==> src/fsc_pkg.sv <==
package fsc_pkg;
    localparam int unsigned CLK_HZ = 20_000_000;
    localparam int unsigned EXT_BASE_MS = 2;
    localparam int unsigned EXT_STEP_MS = 10;
    localparam int unsigned CYC_PER_MS = CLK_HZ / 1000;
    localparam int unsigned WAKE_FILT_CYC = 16;
    localparam int unsigned STARTUP_TO_CYC = 200_000;
    localparam int unsigned RESET_TO_CYC = 200_000;
    localparam logic [7:0] INH_SET_DATA = 8'haa;
    localparam logic [7:0] INH_CLR_DATA = 8'h55;
    // Cause latch bit positions
    localparam int unsigned C_CMD = 0;
    localparam int unsigned C_EXT = 1;
    localparam int unsigned C_UV = 2;
    localparam int unsigned C_OT = 3;
    localparam int unsigned C_STARTUP = 4;
    localparam int unsigned C_CRC = 5;
    localparam int unsigned C_RESET_TO = 6;
    localparam int unsigned C_W = 7;
    typedef enum logic [2:0] {
        ST_OFF = 3'b000,
        ST_INIT = 3'b001,
        ST_DL = 3'b010,
        ST_TEMP = 3'b011,
        ST_PBIST = 3'b100,
        ST_RAMP = 3'b101,
        ST_EXT = 3'b110,
        ST_DONE = 3'b111
    } state_e;
endpackage

==> src/fail_safe_power_state_control.sv <==
`timescale 1ns/1ns
module fail_safe_power_state_control #(
    parameter int unsigned STARTUP_TO = fsc_pkg::STARTUP_TO_CYC,
    parameter int unsigned RESET_TO = fsc_pkg::RESET_TO_CYC,
    parameter int unsigned MS_CYC = fsc_pkg::CYC_PER_MS
) (
    input wire logic mclk, // System clock
    input wire logic nrst, // Sync reset, active low
    input wire logic battery_present, // Supply on any input
    input wire logic battery_lost_all, // All three inputs lost before reset
    input wire logic wake_in, // Wake pin level
    input wire logic supply_ok, // Above power-up minimum
    input wire logic over_temp, // Junction above warning level
    input wire logic system_clock_fault, // Clock monitor error
    input wire logic supply_overvoltage_flag, // Input overvoltage
    input wire logic por_release, // Internal reset may release
    input wire logic ext_off_cause, // Any other global off cause
    input wire logic internal_regulator_supply_ov_event, // Internal regulator overvoltage
    input wire logic cmd_valid, // Command strobe
    input wire logic [1:0] cmd_code, // 1 wake clear, 2 inhibit set, 3 inhibit clear
    input wire logic [7:0] cmd_data, // Command data byte
    input wire logic ee_done, // EEPROM download complete
    input wire logic ee_crc_err, // CRC mismatch
    input wire logic pbist_done, // Power-up self-test complete
    input wire logic pbist_pass, // Power-up self-test passed
    input wire logic all_uv_ok, // All outputs above UV threshold
    input wire logic [1:0] reset_extension_select, // Extension length select
    input wire logic bist_done, // Analog then logic self-test done
    input wire logic bist_fail, // Either self-test failed
    output logic system_reset_output, // Reset to MCU, low active
    output logic drive_enable_or_irq_output, // Enable/irq pin, low in OFF
    output logic internal_power_on_reset, // High when released
    output logic internal_regulator_supply, // Internal regulators enable
    output logic smps_enable, // Switched regulators enable
    output logic ee_start, // Start EEPROM download
    output logic pbist_start, // Start power-up self-test
    output logic bist_start, // Start extension self-tests
    output logic monitors_en, // Monitoring and protection on
    output logic watchdog_en, // Watchdog enable
    output logic goto_safe, // Leave to SAFE
    output logic goto_active, // Leave normally
    output logic restart_inhibit_latch, // Auto-restart inhibit
    output logic analog_wake_latch, // Filtered wake latched
    output logic [7:0] cause_latch, // Off causes kept over OFF
    output logic [7:0] cause_status, // Copied causes for readout
    output logic [2:0] state_out // Current state
);
    localparam int unsigned CW = 32;
    fsc_pkg::state_e state_r, state_nxt;
    logic [CW-1:0] cnt_r;
    logic [4:0] filt_r;
    logic wake_d_r, armed_r, bist_fail_r, bist_ok_r, copied_r, init_r;

    function automatic logic [CW-1:0] ext_cycles(input logic [1:0] sel);
        ext_cycles = CW'((fsc_pkg::EXT_BASE_MS + fsc_pkg::EXT_STEP_MS * 32'(sel)) * MS_CYC);
    endfunction

    // Command decode; wake clear takes any data, inhibit data values other than the keys are ignored
    wire cmd_wclr = cmd_valid && cmd_code == 2'h1;
    wire cmd_iset = cmd_valid && cmd_code == 2'h2 && cmd_data == fsc_pkg::INH_SET_DATA;
    wire cmd_iclr = cmd_valid && cmd_code == 2'h3 && cmd_data == fsc_pkg::INH_CLR_DATA;
    wire in_off = state_r == fsc_pkg::ST_OFF;
    wire in_init = state_r == fsc_pkg::ST_INIT;
    wire wake_rise = wake_in && !wake_d_r;
    wire wake_valid = filt_r == 5'(fsc_pkg::WAKE_FILT_CYC);
    // Stuck clock or overvoltage keeps reset asserted; only time-out, a power fail or supply loss ends it
    wire init_hold = system_clock_fault || supply_overvoltage_flag;
    wire cnt_exp = cnt_r == '0;
    wire pwr_fail = !in_off && (cmd_wclr || ext_off_cause);
    wire up_ok = supply_ok && !over_temp;

    // Next state
    always_comb begin
        state_nxt = state_r;
        case (state_r)
            fsc_pkg::ST_OFF: begin
                if (analog_wake_latch && up_ok) state_nxt = fsc_pkg::ST_INIT;
            end
            fsc_pkg::ST_INIT: begin
                if (cnt_exp) state_nxt = fsc_pkg::ST_OFF;
                else if (!init_hold && por_release) state_nxt = fsc_pkg::ST_DL;
            end
            fsc_pkg::ST_DL: begin
                if (ee_done && ee_crc_err) state_nxt = fsc_pkg::ST_OFF;
                else if (ee_done) state_nxt = fsc_pkg::ST_TEMP;
            end
            fsc_pkg::ST_TEMP: begin
                if (!over_temp) state_nxt = fsc_pkg::ST_PBIST;
                else if (cnt_exp) state_nxt = fsc_pkg::ST_OFF;
            end
            fsc_pkg::ST_PBIST: begin
                if (pbist_done && pbist_pass) state_nxt = fsc_pkg::ST_RAMP;
                else if (cnt_exp) state_nxt = fsc_pkg::ST_OFF;
            end
            fsc_pkg::ST_RAMP: begin
                if (all_uv_ok) state_nxt = fsc_pkg::ST_EXT;
                else if (cnt_exp) state_nxt = fsc_pkg::ST_OFF;
            end
            fsc_pkg::ST_EXT: begin
                if (cnt_exp) state_nxt = fsc_pkg::ST_DONE;
            end
            default: state_nxt = fsc_pkg::ST_DONE;
        endcase
        if (pwr_fail || !battery_present) state_nxt = fsc_pkg::ST_OFF;
    end

    wire entering = state_nxt != state_r;
    wire to_off = entering && state_nxt == fsc_pkg::ST_OFF;

    // State and timers
    always_ff @(posedge mclk) begin
        if (!nrst) begin
            state_r <= fsc_pkg::ST_OFF;
            cnt_r <= '0;
        end else begin
            state_r <= state_nxt;
            if (entering && state_nxt == fsc_pkg::ST_INIT) cnt_r <= CW'(STARTUP_TO);
            else if (entering && state_nxt == fsc_pkg::ST_DL) cnt_r <= CW'(RESET_TO);
            else if (entering && state_nxt == fsc_pkg::ST_EXT) cnt_r <= ext_cycles(reset_extension_select);
            else if (!cnt_exp) cnt_r <= cnt_r - 1'b1;
        end
    end

    // Wake filter and latch; only the filter runs while OFF
    always_ff @(posedge mclk) begin
        if (!nrst) begin
            filt_r <= '0;
            wake_d_r <= 1'b0;
            armed_r <= 1'b1;
            analog_wake_latch <= 1'b0;
        end else begin
            wake_d_r <= wake_in;
            if (!wake_in) filt_r <= '0;
            else if (!wake_valid) filt_r <= filt_r + 1'b1;
            if (wake_rise) armed_r <= 1'b1;
            else if (to_off && restart_inhibit_latch && wake_in) armed_r <= 1'b0;
            if (to_off || (in_off && analog_wake_latch && !up_ok)) analog_wake_latch <= 1'b0;
            else if (in_off && wake_valid && armed_r && battery_present) analog_wake_latch <= 1'b1;
        end
    end

    // Restart inhibit: set wins; reset always clears it, and so does full loss in the first cycle after reset
    always_ff @(posedge mclk) begin
        if (!nrst) begin
            init_r <= 1'b1;
            restart_inhibit_latch <= 1'b0;
        end else begin
            init_r <= 1'b0;
            if (cmd_iset || internal_regulator_supply_ov_event) restart_inhibit_latch <= 1'b1;
            else if (init_r && battery_lost_all) restart_inhibit_latch <= 1'b0;
            else if (cmd_iclr) restart_inhibit_latch <= 1'b0;
        end
    end

    // Cause latch survives OFF; copied into status once the download is done
    always_ff @(posedge mclk) begin
        if (!nrst) begin
            cause_latch <= '0;
            cause_status <= '0;
            copied_r <= 1'b0;
        end else begin
            if (in_off && analog_wake_latch && !up_ok) begin
                cause_latch[fsc_pkg::C_UV] <= !supply_ok;
                cause_latch[fsc_pkg::C_OT] <= over_temp;
            end else if (to_off) begin
                cause_latch[fsc_pkg::C_CMD] <= cmd_wclr;
                cause_latch[fsc_pkg::C_EXT] <= ext_off_cause;
                cause_latch[fsc_pkg::C_STARTUP] <= in_init && cnt_exp;
                cause_latch[fsc_pkg::C_CRC] <= state_r == fsc_pkg::ST_DL && ee_crc_err;
                cause_latch[fsc_pkg::C_RESET_TO] <= !in_init && cnt_exp;
            end else if (state_r == fsc_pkg::ST_TEMP && !copied_r) begin
                cause_status <= cause_latch;
                cause_latch <= '0;
            end
            if (in_off) copied_r <= 1'b0;
            else if (state_r == fsc_pkg::ST_TEMP) copied_r <= 1'b1;
        end
    end

    // Extension self-test result; kept after EXT so DONE still knows where to go
    always_ff @(posedge mclk) begin
        if (!nrst || (entering && state_nxt == fsc_pkg::ST_EXT)) begin
            bist_fail_r <= 1'b0;
            bist_ok_r <= 1'b0;
        end else if (state_r == fsc_pkg::ST_EXT && bist_done) begin
            bist_fail_r <= bist_fail;
            bist_ok_r <= !bist_fail;
        end
    end

    // Outputs all registered from next state
    always_ff @(posedge mclk) begin
        if (!nrst) begin
            system_reset_output <= 1'b0;
            drive_enable_or_irq_output <= 1'b0;
            internal_power_on_reset <= 1'b0;
            internal_regulator_supply <= 1'b0;
            smps_enable <= 1'b0;
            ee_start <= 1'b0;
            pbist_start <= 1'b0;
            bist_start <= 1'b0;
            monitors_en <= 1'b0;
            watchdog_en <= 1'b0;
            goto_safe <= 1'b0;
            goto_active <= 1'b0;
            state_out <= 3'h0;
        end else begin
            system_reset_output <= 1'b0;
            drive_enable_or_irq_output <= 1'b0;
            internal_regulator_supply <= state_nxt != fsc_pkg::ST_OFF;
            internal_power_on_reset <= state_nxt != fsc_pkg::ST_OFF && !(state_nxt == fsc_pkg::ST_INIT);
            smps_enable <= state_nxt == fsc_pkg::ST_RAMP || state_nxt == fsc_pkg::ST_EXT
                || state_nxt == fsc_pkg::ST_DONE;
            ee_start <= entering && state_nxt == fsc_pkg::ST_DL;
            pbist_start <= entering && state_nxt == fsc_pkg::ST_PBIST;
            bist_start <= entering && state_nxt == fsc_pkg::ST_EXT;
            monitors_en <= state_nxt != fsc_pkg::ST_OFF;
            watchdog_en <= 1'b0;
            goto_safe <= state_nxt == fsc_pkg::ST_DONE && (bist_fail_r || !bist_ok_r);
            goto_active <= state_nxt == fsc_pkg::ST_DONE && bist_ok_r;
            state_out <= state_nxt;
        end
    end

    off_outputs_a: assert property (@(posedge mclk) disable iff (!nrst)
        $past(state_r) == fsc_pkg::ST_OFF && state_r == fsc_pkg::ST_OFF |-> !system_reset_output && !internal_regulator_supply)
        else $error("outputs active in OFF");
    inh_set_a: assert property (@(posedge mclk) disable iff (!nrst)
        cmd_iset |=> restart_inhibit_latch) else $error("inhibit not set");
    inh_key_a: assert property (@(posedge mclk) disable iff (!nrst)
        cmd_valid && cmd_code == 2'h3 && cmd_data != 8'h55 && restart_inhibit_latch && !init_r |=> restart_inhibit_latch)
        else $error("inhibit cleared by wrong key");
    wclr_off_a: assert property (@(posedge mclk) disable iff (!nrst)
        cmd_wclr && !in_off |=> state_r == fsc_pkg::ST_OFF) else $error("wake clear ignored");
    hold_por_a: assert property (@(posedge mclk) disable iff (!nrst)
        in_init && init_hold && !cnt_exp && battery_present && !pwr_fail |=> state_r != fsc_pkg::ST_DL)
        else $error("left INIT under fault");
    crc_off_a: assert property (@(posedge mclk) disable iff (!nrst)
        state_r == fsc_pkg::ST_DL && ee_done && ee_crc_err |=> in_off ##1 cause_latch[fsc_pkg::C_CRC])
        else $error("crc error not handled");
    smps_gate_a: assert property (@(posedge mclk) disable iff (!nrst)
        smps_enable |-> $past(state_r) == fsc_pkg::ST_PBIST || $past(state_r) >= fsc_pkg::ST_RAMP)
        else $error("regulators before self-test");
    ext_start_a: assert property (@(posedge mclk) disable iff (!nrst)
        state_r == fsc_pkg::ST_RAMP && all_uv_ok && battery_present && !pwr_fail |=> state_r == fsc_pkg::ST_EXT)
        else $error("extension not started");
    wd_off_a: assert property (@(posedge mclk) disable iff (!nrst)
        !watchdog_en) else $error("watchdog active");

    // Reset line to the MCU is never released in these states
    rst_low_a: assert property (@(posedge mclk) disable iff (!nrst)
        !system_reset_output)
        else $error("system reset released");
    // Enable pin stays low, the operating states own it
    drv_low_a: assert property (@(posedge mclk) disable iff (!nrst)
        !drive_enable_or_irq_output)
        else $error("enable pin driven high");
    // Only the wake filter may run while OFF
    off_quiet_a: assert property (@(posedge mclk) disable iff (!nrst)
        in_off |-> !monitors_en && !smps_enable)
        else $error("circuits active in OFF");
    // A clear key with no competing set empties the latch
    inh_clr_a: assert property (@(posedge mclk) disable iff (!nrst)
        cmd_iclr && !cmd_iset && !internal_regulator_supply_ov_event |=> !restart_inhibit_latch)
        else $error("inhibit not cleared");
    // Regulator overvoltage sets the inhibit on its own
    internal_regulator_supply_set_a: assert property (@(posedge mclk) disable iff (!nrst)
        internal_regulator_supply_ov_event |=> restart_inhibit_latch)
        else $error("overvoltage did not set inhibit");
    // The wake latch only sets from a filtered, armed wake
    wake_gate_a: assert property (@(posedge mclk) disable iff (!nrst)
        $rose(analog_wake_latch) |-> $past(wake_valid && armed_r))
        else $error("wake latch set unfiltered");
    // Disarmed after an inhibited failure: no restart without a new edge
    rearm_a: assert property (@(posedge mclk) disable iff (!nrst)
        in_off && !armed_r |-> !analog_wake_latch)
        else $error("restart without fresh wake edge");
    // Failed power-up check drops the latch and stays OFF
    uv_back_a: assert property (@(posedge mclk) disable iff (!nrst)
        in_off && analog_wake_latch && !up_ok |=> in_off && !analog_wake_latch)
        else $error("power-up check ignored");
    // INIT powers the internal regulators but holds reset
    init_reg_a: assert property (@(posedge mclk) disable iff (!nrst)
        in_init |-> internal_regulator_supply && !internal_power_on_reset)
        else $error("INIT outputs wrong");
    // A stuck INIT always ends in OFF
    startup_to_a: assert property (@(posedge mclk) disable iff (!nrst)
        in_init && cnt_exp |=> in_off)
        else $error("start-up time-out ignored");
    // Download runs with internal reset released
    por_dl_a: assert property (@(posedge mclk) disable iff (!nrst)
        state_r == fsc_pkg::ST_DL |-> internal_power_on_reset)
        else $error("download under reset");
    // Hot die keeps RESET until the timer runs out
    temp_hold_a: assert property (@(posedge mclk) disable iff (!nrst)
        state_r == fsc_pkg::ST_TEMP && over_temp && !cnt_exp && battery_present && !pwr_fail
        |=> state_r == fsc_pkg::ST_TEMP)
        else $error("left RESET while hot");
    // Failed extension self-test leads to SAFE
    safe_exit_a: assert property (@(posedge mclk) disable iff (!nrst)
        state_r == fsc_pkg::ST_EXT && cnt_exp && bist_fail_r && battery_present && !pwr_fail |=> goto_safe)
        else $error("self-test failure not routed to SAFE");
    // Supply loss wins over every state
    supply_loss_a: assert property (@(posedge mclk) disable iff (!nrst)
        !battery_present |=> in_off)
        else $error("supply loss ignored");
endmodule

==> config.mk <==
export PLATFORM = sky130hd
export DESIGN_NAME = fail_safe_power_state_control
export DESIGN_NICKNAME = d
export VERILOG_FILES = /design/src/fsc_pkg.sv /design/src/fail_safe_power_state_control.sv
export SDC_FILE = /design/constraint.sdc
export NUM_CORES = 1
export LEC_CHECK = 0
export BUFFER_PORTS_ARGS = -buffer_cell sky130_fd_sc_hd__buf_2
export CAP_MARGIN = 20
export CELL_PAD_IN_SITES_DETAIL_PLACEMENT = 1
export CELL_PAD_IN_SITES_GLOBAL_PLACEMENT = 1
export CORE_MARGIN = 5
export CORE_UTILIZATION = 46
export DETAILED_ROUTE_END_ITERATION = 7
export PLACE_DENSITY = 0.84
export SKIP_CTS_REPAIR_TIMING = 1
export SLEW_MARGIN = 20
export SYNTH_ARGS = -nofsm -noshare
export SYNTH_HDL_FRONTEND = slang
export SYNTH_SLANG_ARGS = --single-unit
==> constraint.sdc <==
create_clock -name mclk -period 6.12 [get_ports mclk]
set_input_delay 1.224 -clock mclk [delete_from_list [all_inputs] [get_ports mclk]]
set_output_delay 1.224 -clock mclk [all_outputs]
set_load 0.05 [all_outputs]
Word level (Yosys, flattened, before mapping)
Index checks and enable logic that the tools add are counted.
{"block": "op_classes", "add_sub_neg": 3, "multipliers": 2, "n_eq_ne": 22, "muxes": 25, "n_bitwise": 3, "n_reduce_logical": 71}
{"operator": "$mux W32", "n": 2}
{"operator": "$mux W18", "n": 2}
{"operator": "$mux W3", "n": 12}
{"operator": "$logic_and A1 B1 Y1", "n": 33}
{"operator": "$logic_not A32 Y1", "n": 1}
{"operator": "$sub A32 B1 Y32 const B", "n": 1}
{"operator": "$eq A3 B3 Y1 const B", "n": 7}
{"operator": "$pmux W3 S7", "n": 1}
{"operator": "$mul A7 B10 Y17 const B", "n": 1}
{"operator": "$logic_not A1 Y1", "n": 13}
{"operator": "$eq A3 B2 Y1 const B", "n": 3}
{"operator": "$logic_or A1 B1 Y1", "n": 9}
{"operator": "$eq A8 B7 Y1 const B", "n": 1}
{"operator": "$eq A8 B8 Y1 const B", "n": 1}
{"operator": "$add A2 B6 Y7 const A", "n": 1}
{"operator": "$mux W7", "n": 1}
{"operator": "$eq A3 B1 Y1 const B", "n": 2}
{"operator": "$logic_not A3 Y1", "n": 2}
{"operator": "$mux W2", "n": 3}
{"operator": "$reduce_and A2 Y1", "n": 3}
{"operator": "$reduce_bool A3 Y1", "n": 2}
{"operator": "$reduce_or A2 Y1", "n": 3}
{"operator": "$add A5 B1 Y5 const B", "n": 1}
{"operator": "$eq A5 B5 Y1 const B", "n": 1}
{"operator": "other kinds (12)", "n": 20}
{"block": "word_totals", "reg_bits": 70, "out_inout_bits": 33}

Logic depth before layout (Yosys ltp)
{"block": "depth", "ltp_word": 12, "depth_mapped": 12}

Worst setup path before layout
No wires, ideal clock.
{"block": "synth_path", "kind": "input to register", "from": "input port reset_extension_select[0]", "to": "register cnt_r[20]", "t_arrival_ns": 3.286, "required_time_ns": 6.007, "setup_slack_ns": 2.721, "cell_stages": 12, "n_path_buf": 0, "path_cell_list": "inv_1 > ha_1 > inv_1 > ha_1 > ha_1 > a32o_1 > a21oi_1 > nor2b_1 > o31ai_1 > a21oi_1 > nand2_1 > a21oi_2"}
{"block": "synth_between", "elab_chain_cells": 4}
{"element": "from (decl)", "line": "fail_safe_power_state_control.sv:27", "rtl": "input wire logic [1:0] reset_extension_select,"}
{"element": "$mul A3 B2 Y5", "line": "fail_safe_power_state_control.sv:55", "rtl": "ext_cycles = CW'((fsc_pkg::EXT_BASE_MS + fsc_pkg::EXT_STEP_MS * 32'(sel)) * MS_CYC);"}
{"element": "$add A2 B6 Y7", "line": "fail_safe_power_state_control.sv:55"}
{"element": "$mul A7 B10 Y17", "line": "fail_safe_power_state_control.sv:55"}
{"element": "$mux W32", "line": "fail_safe_power_state_control.sv:119", "rtl": "else if (entering && state_nxt == fsc_pkg::ST_EXT) cnt_r <= ext_cycles(reset_extension_select);"}
{"element": "to (signal assigned)", "line": "fail_safe_power_state_control.sv:118", "rtl": "else if (entering && state_nxt == fsc_pkg::ST_DL) cnt_r <= CW'(RESET_TO);"}
{"element": "to (signal assigned)", "line": "fail_safe_power_state_control.sv:119"}
{"element": "to (signal assigned)", "line": "fail_safe_power_state_control.sv:120", "rtl": "else if (!cnt_exp) cnt_r <= cnt_r - 1'b1;"}
{"element": "to (decl)", "line": "fail_safe_power_state_control.sv:50", "rtl": "logic [CW-1:0] cnt_r;"}
No other way between the ends.
A chain may end at the register's enable or synchronous reset.

Worst setup path in the final report
Same ends and word-level chain as after synthesis.

==> impl_results.md <==
* Outcome: complete, no violations
* Total global routing overflow at 0
* Latest clock arrival within the worst-skew pair at 350 ps
* Rows at 33
* Main combinational cell family by area after synthesis: simple AND/OR/NAND/NOR gates
* Clock tree from TritonCTS: built
* Number of vias per cell at 5.74
* Sum of negative setup slack at 0 ps
* Number of I/O port buffers at 59
* Path type of the worst min-delay path: flop to flop
* Antenna fix cells at 0
* Power density normalized to cell area at 435 nW/µm²
* Number of warning messages in the yosys log at 0
* Clock skew at roughly 14 ps
* Gp weighted congestion at ~0.87
* Standard cell core area at 8260 µm²
* Total of endpoints with negative setup slack in the final report at 0
* Number of failing hold endpoints at the final stage at 0
* Total Wirelength at 10500 µm
* Adder-cell share of the synthesized area at 5.75%
* Initial Utilization at roughly 47%
* Clock Root Buffer: sky130_fd_sc_hd__clkbuf_8
* Sequential element share of the synthesized area at ~36%
* Antenna viol nets, final at 0
* Crit end category: flop
* Post-synthesis instance area at 3920 µm²
* Data required, critical path at about 6300 ps
* Die area at 10500 µm²
* Post-synthesis xor/xnor area fraction at 7.82%
* Number of instances in the synthesized netlist at 456
* Area share of the leading cell type in the synthesized netlist at 35.8%
* Post-synthesis share of cell area spent on and, or, nand and nor gates at 26.2%
* Via total after detailed routing at 3529
* Most used standard cell by instance count after synthesis: sky130_fd_sc_hd__dfxtp_1
* Post-CTS clock slew at the launch and capture registers of the worst setup and hold paths at 80 ps
* Count of pins over their slew limit at 0
* Cts bufs inserted at 9
* Cell type with the highest aggregate area in the netlist: sky130_fd_sc_hd__dfxtp_1
* Complex-gate fraction of the synthesized area at between 10% and 20%
* Peak fanout along the critical path at 7
* Relative slew slack at between 50% and 60%
* Share of synthesized flip-flops with an asynchronous set or reset at 0%
* Wire length of the first global-routing pass at about 18000 µm
* Top-Level Pins at 65
* Antenna violations before repair at 0
* Worst setup path category: input pin to flop
* Die width at 102 µm
* Tightest Pin Transition at approximately 740 ps
* Mux cell area share after synthesis at 2.04%
* Via count of the first global-routing pass at 3624
* Fillcell total at 1017
* Core Util, Final at 53.0%
* Unrepaired setup endpoints after global routing: false
* MaxCap Viol Count at 0
* TritonCTS Sinks at 70
* Period utilization at between 50% and 60%
* Post-synth top cells: sky130_fd_sc_hd__dfxtp_1, sky130_fd_sc_hd__nand2_1, sky130_fd_sc_hd__nor2_1, sky130_fd_sc_hd__a21oi_1, sky130_fd_sc_hd__xor2_1
* Count of nets after finishing at 556
* Height of the die at about 100 µm
* Area overhead of the layout relative to synthesis at 11.7%
* Largest net degree at the start of global routing at 25
* Post-detail-place hpwl at 7850 µm
* All-layer global routing usage at 21.1%
* Number of cells after detailed placement at 600
* Fraction of layout instances using a drive strength above 1 at 19.2%
* Avg Inst Size Synth at 8.59 µm²
* Most used flip-flop cell after synthesis: sky130_fd_sc_hd__dfxtp_1
* Finished Layout Cells at 615
* Number of synthesized register bits at 70
* Min Clock Period, post-route at 3620 ps
* Router iterations before antenna repair at 4
* Leading post-synthesis cells by cell area: sky130_fd_sc_hd__dfxtp_1, sky130_fd_sc_hd__ha_1, sky130_fd_sc_hd__nand2_1, sky130_fd_sc_hd__nor2_1, sky130_fd_sc_hd__xor2_1
* Achievable frequency at 276 MHz
* Pleak at 1.82 nW
* Library cells used by synthesis at 66
* Remaining DRCs at 0
* Max H-tree Level at 3
* Worst IR drop on VDD at approximately 0.23 mV
* Number of synthesized flops with an enable pin at 0
* CP Data Arrival Time at 3840 ps
* Maximum clock insertion buffer count at 2
* Final Power at 1.91 mW
* Number of DRC markers after the initial detailed-route iteration at 148
* Worst Setup Start Kind: input pin
* Routed len/inst at 17.1 µm
==> cell type report <==
| cell class | instances | area (µm²) | share of cell area (%) |
|---|---|---|---|
| multi-input cells | 350 | 2310 | 52.7 |
| inverters | 14 | 52.6 | 1.20 |
| clock buffers | 12 | 155 | 3.54 |
| flip-flops and latches | 70 | 1400 | 32.0 |
| clock inverters | 3 | 20.0 | 0.457 |
| well taps | 105 | 131 | 3.00 |
| repair buffers | 61 | 310 | 7.09 |
==> report_power, final <==
part           total, mW  switching (mW)  internal, mW
combinational      0.921           0.559         0.361
clock              0.344           0.177         0.167
sequential         0.641          0.0931         0.548
total               1.91           0.830          1.08
==> layer usage <==
layer / wire length (µm) / global-route usage, %
met1: 4730 / 26.2
met2: 5230 / 37.1
met3: 405 / 2.87
met4: 143 / 7.67
met5: 0 / 0
==> critical path, stage by stage <==
cell	delay [ps]
sky130_fd_sc_hd__buf_2	160
sky130_fd_sc_hd__inv_1	110
sky130_fd_sc_hd__ha_1	430
sky130_fd_sc_hd__inv_1	120
sky130_fd_sc_hd__ha_1	320
sky130_fd_sc_hd__ha_1	340
sky130_fd_sc_hd__a32o_1	270
sky130_fd_sc_hd__a21oi_1	220
sky130_fd_sc_hd__nor2b_1	80
sky130_fd_sc_hd__o31ai_1	270
sky130_fd_sc_hd__a21oi_1	110
sky130_fd_sc_hd__nand2_1	120
sky130_fd_sc_hd__a21oi_2	50
==> flip-flops by register name (all words and copies together) (netlist names), 3 cells and up <==
name,flops
cause_latch,7
cause_status,7
cnt_r,32
filt_r,5
state_out,3
==> cells in the final DEF (no fill, tap or decap), types with 3 or more instances in the layout <==
master / synthesis / routed
sky130_fd_sc_hd__nand2_1: 54 / 54
sky130_fd_sc_hd__nand3b_1: 5 / 5
sky130_fd_sc_hd__and2_1: 3 / 3
sky130_fd_sc_hd__nand2b_1: 4 / 4
sky130_fd_sc_hd__or4_1: 5 / 5
sky130_fd_sc_hd__a311oi_1: 4 / 4
sky130_fd_sc_hd__dfxtp_1: 70 / 70
sky130_fd_sc_hd__clkbuf_8: 0 / 11
sky130_fd_sc_hd__nor2_1: 48 / 48
sky130_fd_sc_hd__or2_2: 3 / 3
sky130_fd_sc_hd__nor3_1: 16 / 16
sky130_fd_sc_hd__a31oi_1: 5 / 5
sky130_fd_sc_hd__o211ai_1: 6 / 6
sky130_fd_sc_hd__nor2b_1: 8 / 8
sky130_fd_sc_hd__ha_1: 18 / 18
sky130_fd_sc_hd__buf_2: 1 / 59
sky130_fd_sc_hd__o21ai_0: 12 / 12
sky130_fd_sc_hd__nand4_1: 6 / 6
sky130_fd_sc_hd__nor3b_1: 3 / 3
sky130_fd_sc_hd__nor4bb_1: 5 / 5
sky130_fd_sc_hd__mux2i_1: 8 / 8
sky130_fd_sc_hd__conb_1: 1 / 5
sky130_fd_sc_hd__a211oi_1: 3 / 3
sky130_fd_sc_hd__nand3_1: 8 / 8
sky130_fd_sc_hd__xnor2_1: 15 / 15
sky130_fd_sc_hd__inv_1: 14 / 14
sky130_fd_sc_hd__a21oi_1: 27 / 27
sky130_fd_sc_hd__xor2_1: 20 / 20
sky130_fd_sc_hd__or3_1: 8 / 8
sky130_fd_sc_hd__nor4_1: 4 / 4
==> final timing paths <==
| path | start | endpoint | slack [ps] | depth (start not counted) |
|---|---|---|---|---|
| setup / recovery | reset_extension_select[0] | cnt_r[20]$_SDFFE_PP0P_ | 2500 | 13 |
| hold / removal | cause_status[5]$_SDFFE_PN0P_ | cause_status[5]$_SDFFE_PN0P_ | 460 | 2 |
| setup reg to reg | cnt_r[0]$_SDFFE_PP0N_ | cnt_r[17]$_SDFFE_PN0P_ | 2920 | 9 |
| hold reg to reg | cause_status[5]$_SDFFE_PN0P_ | cause_status[5]$_SDFFE_PN0P_ | 460 | 2 |
==> cells by family after synthesis <==
group	Yosys count
muxes	8
adders and majority gates	18
xor gates and xnor gates	35
buffers and inverters	40
and+or+nand+nor	195
DFF	70
other	1
AOI/OAI and AO/OA	89
==> metrics by stage <==
step	cell area (µm²)	setup slack (ps)	hold WS, ps
3_5_place_dp	4200	2200	459
3_3_place_gp	4200	2350	439
2_1_floorplan	3930	2720	437
4_1_cts	4380	2560	469
6_report	4380	2500	465
5_1_grt	4380	2350	498
Note: power is estimated with default switching activity, not from simulation.
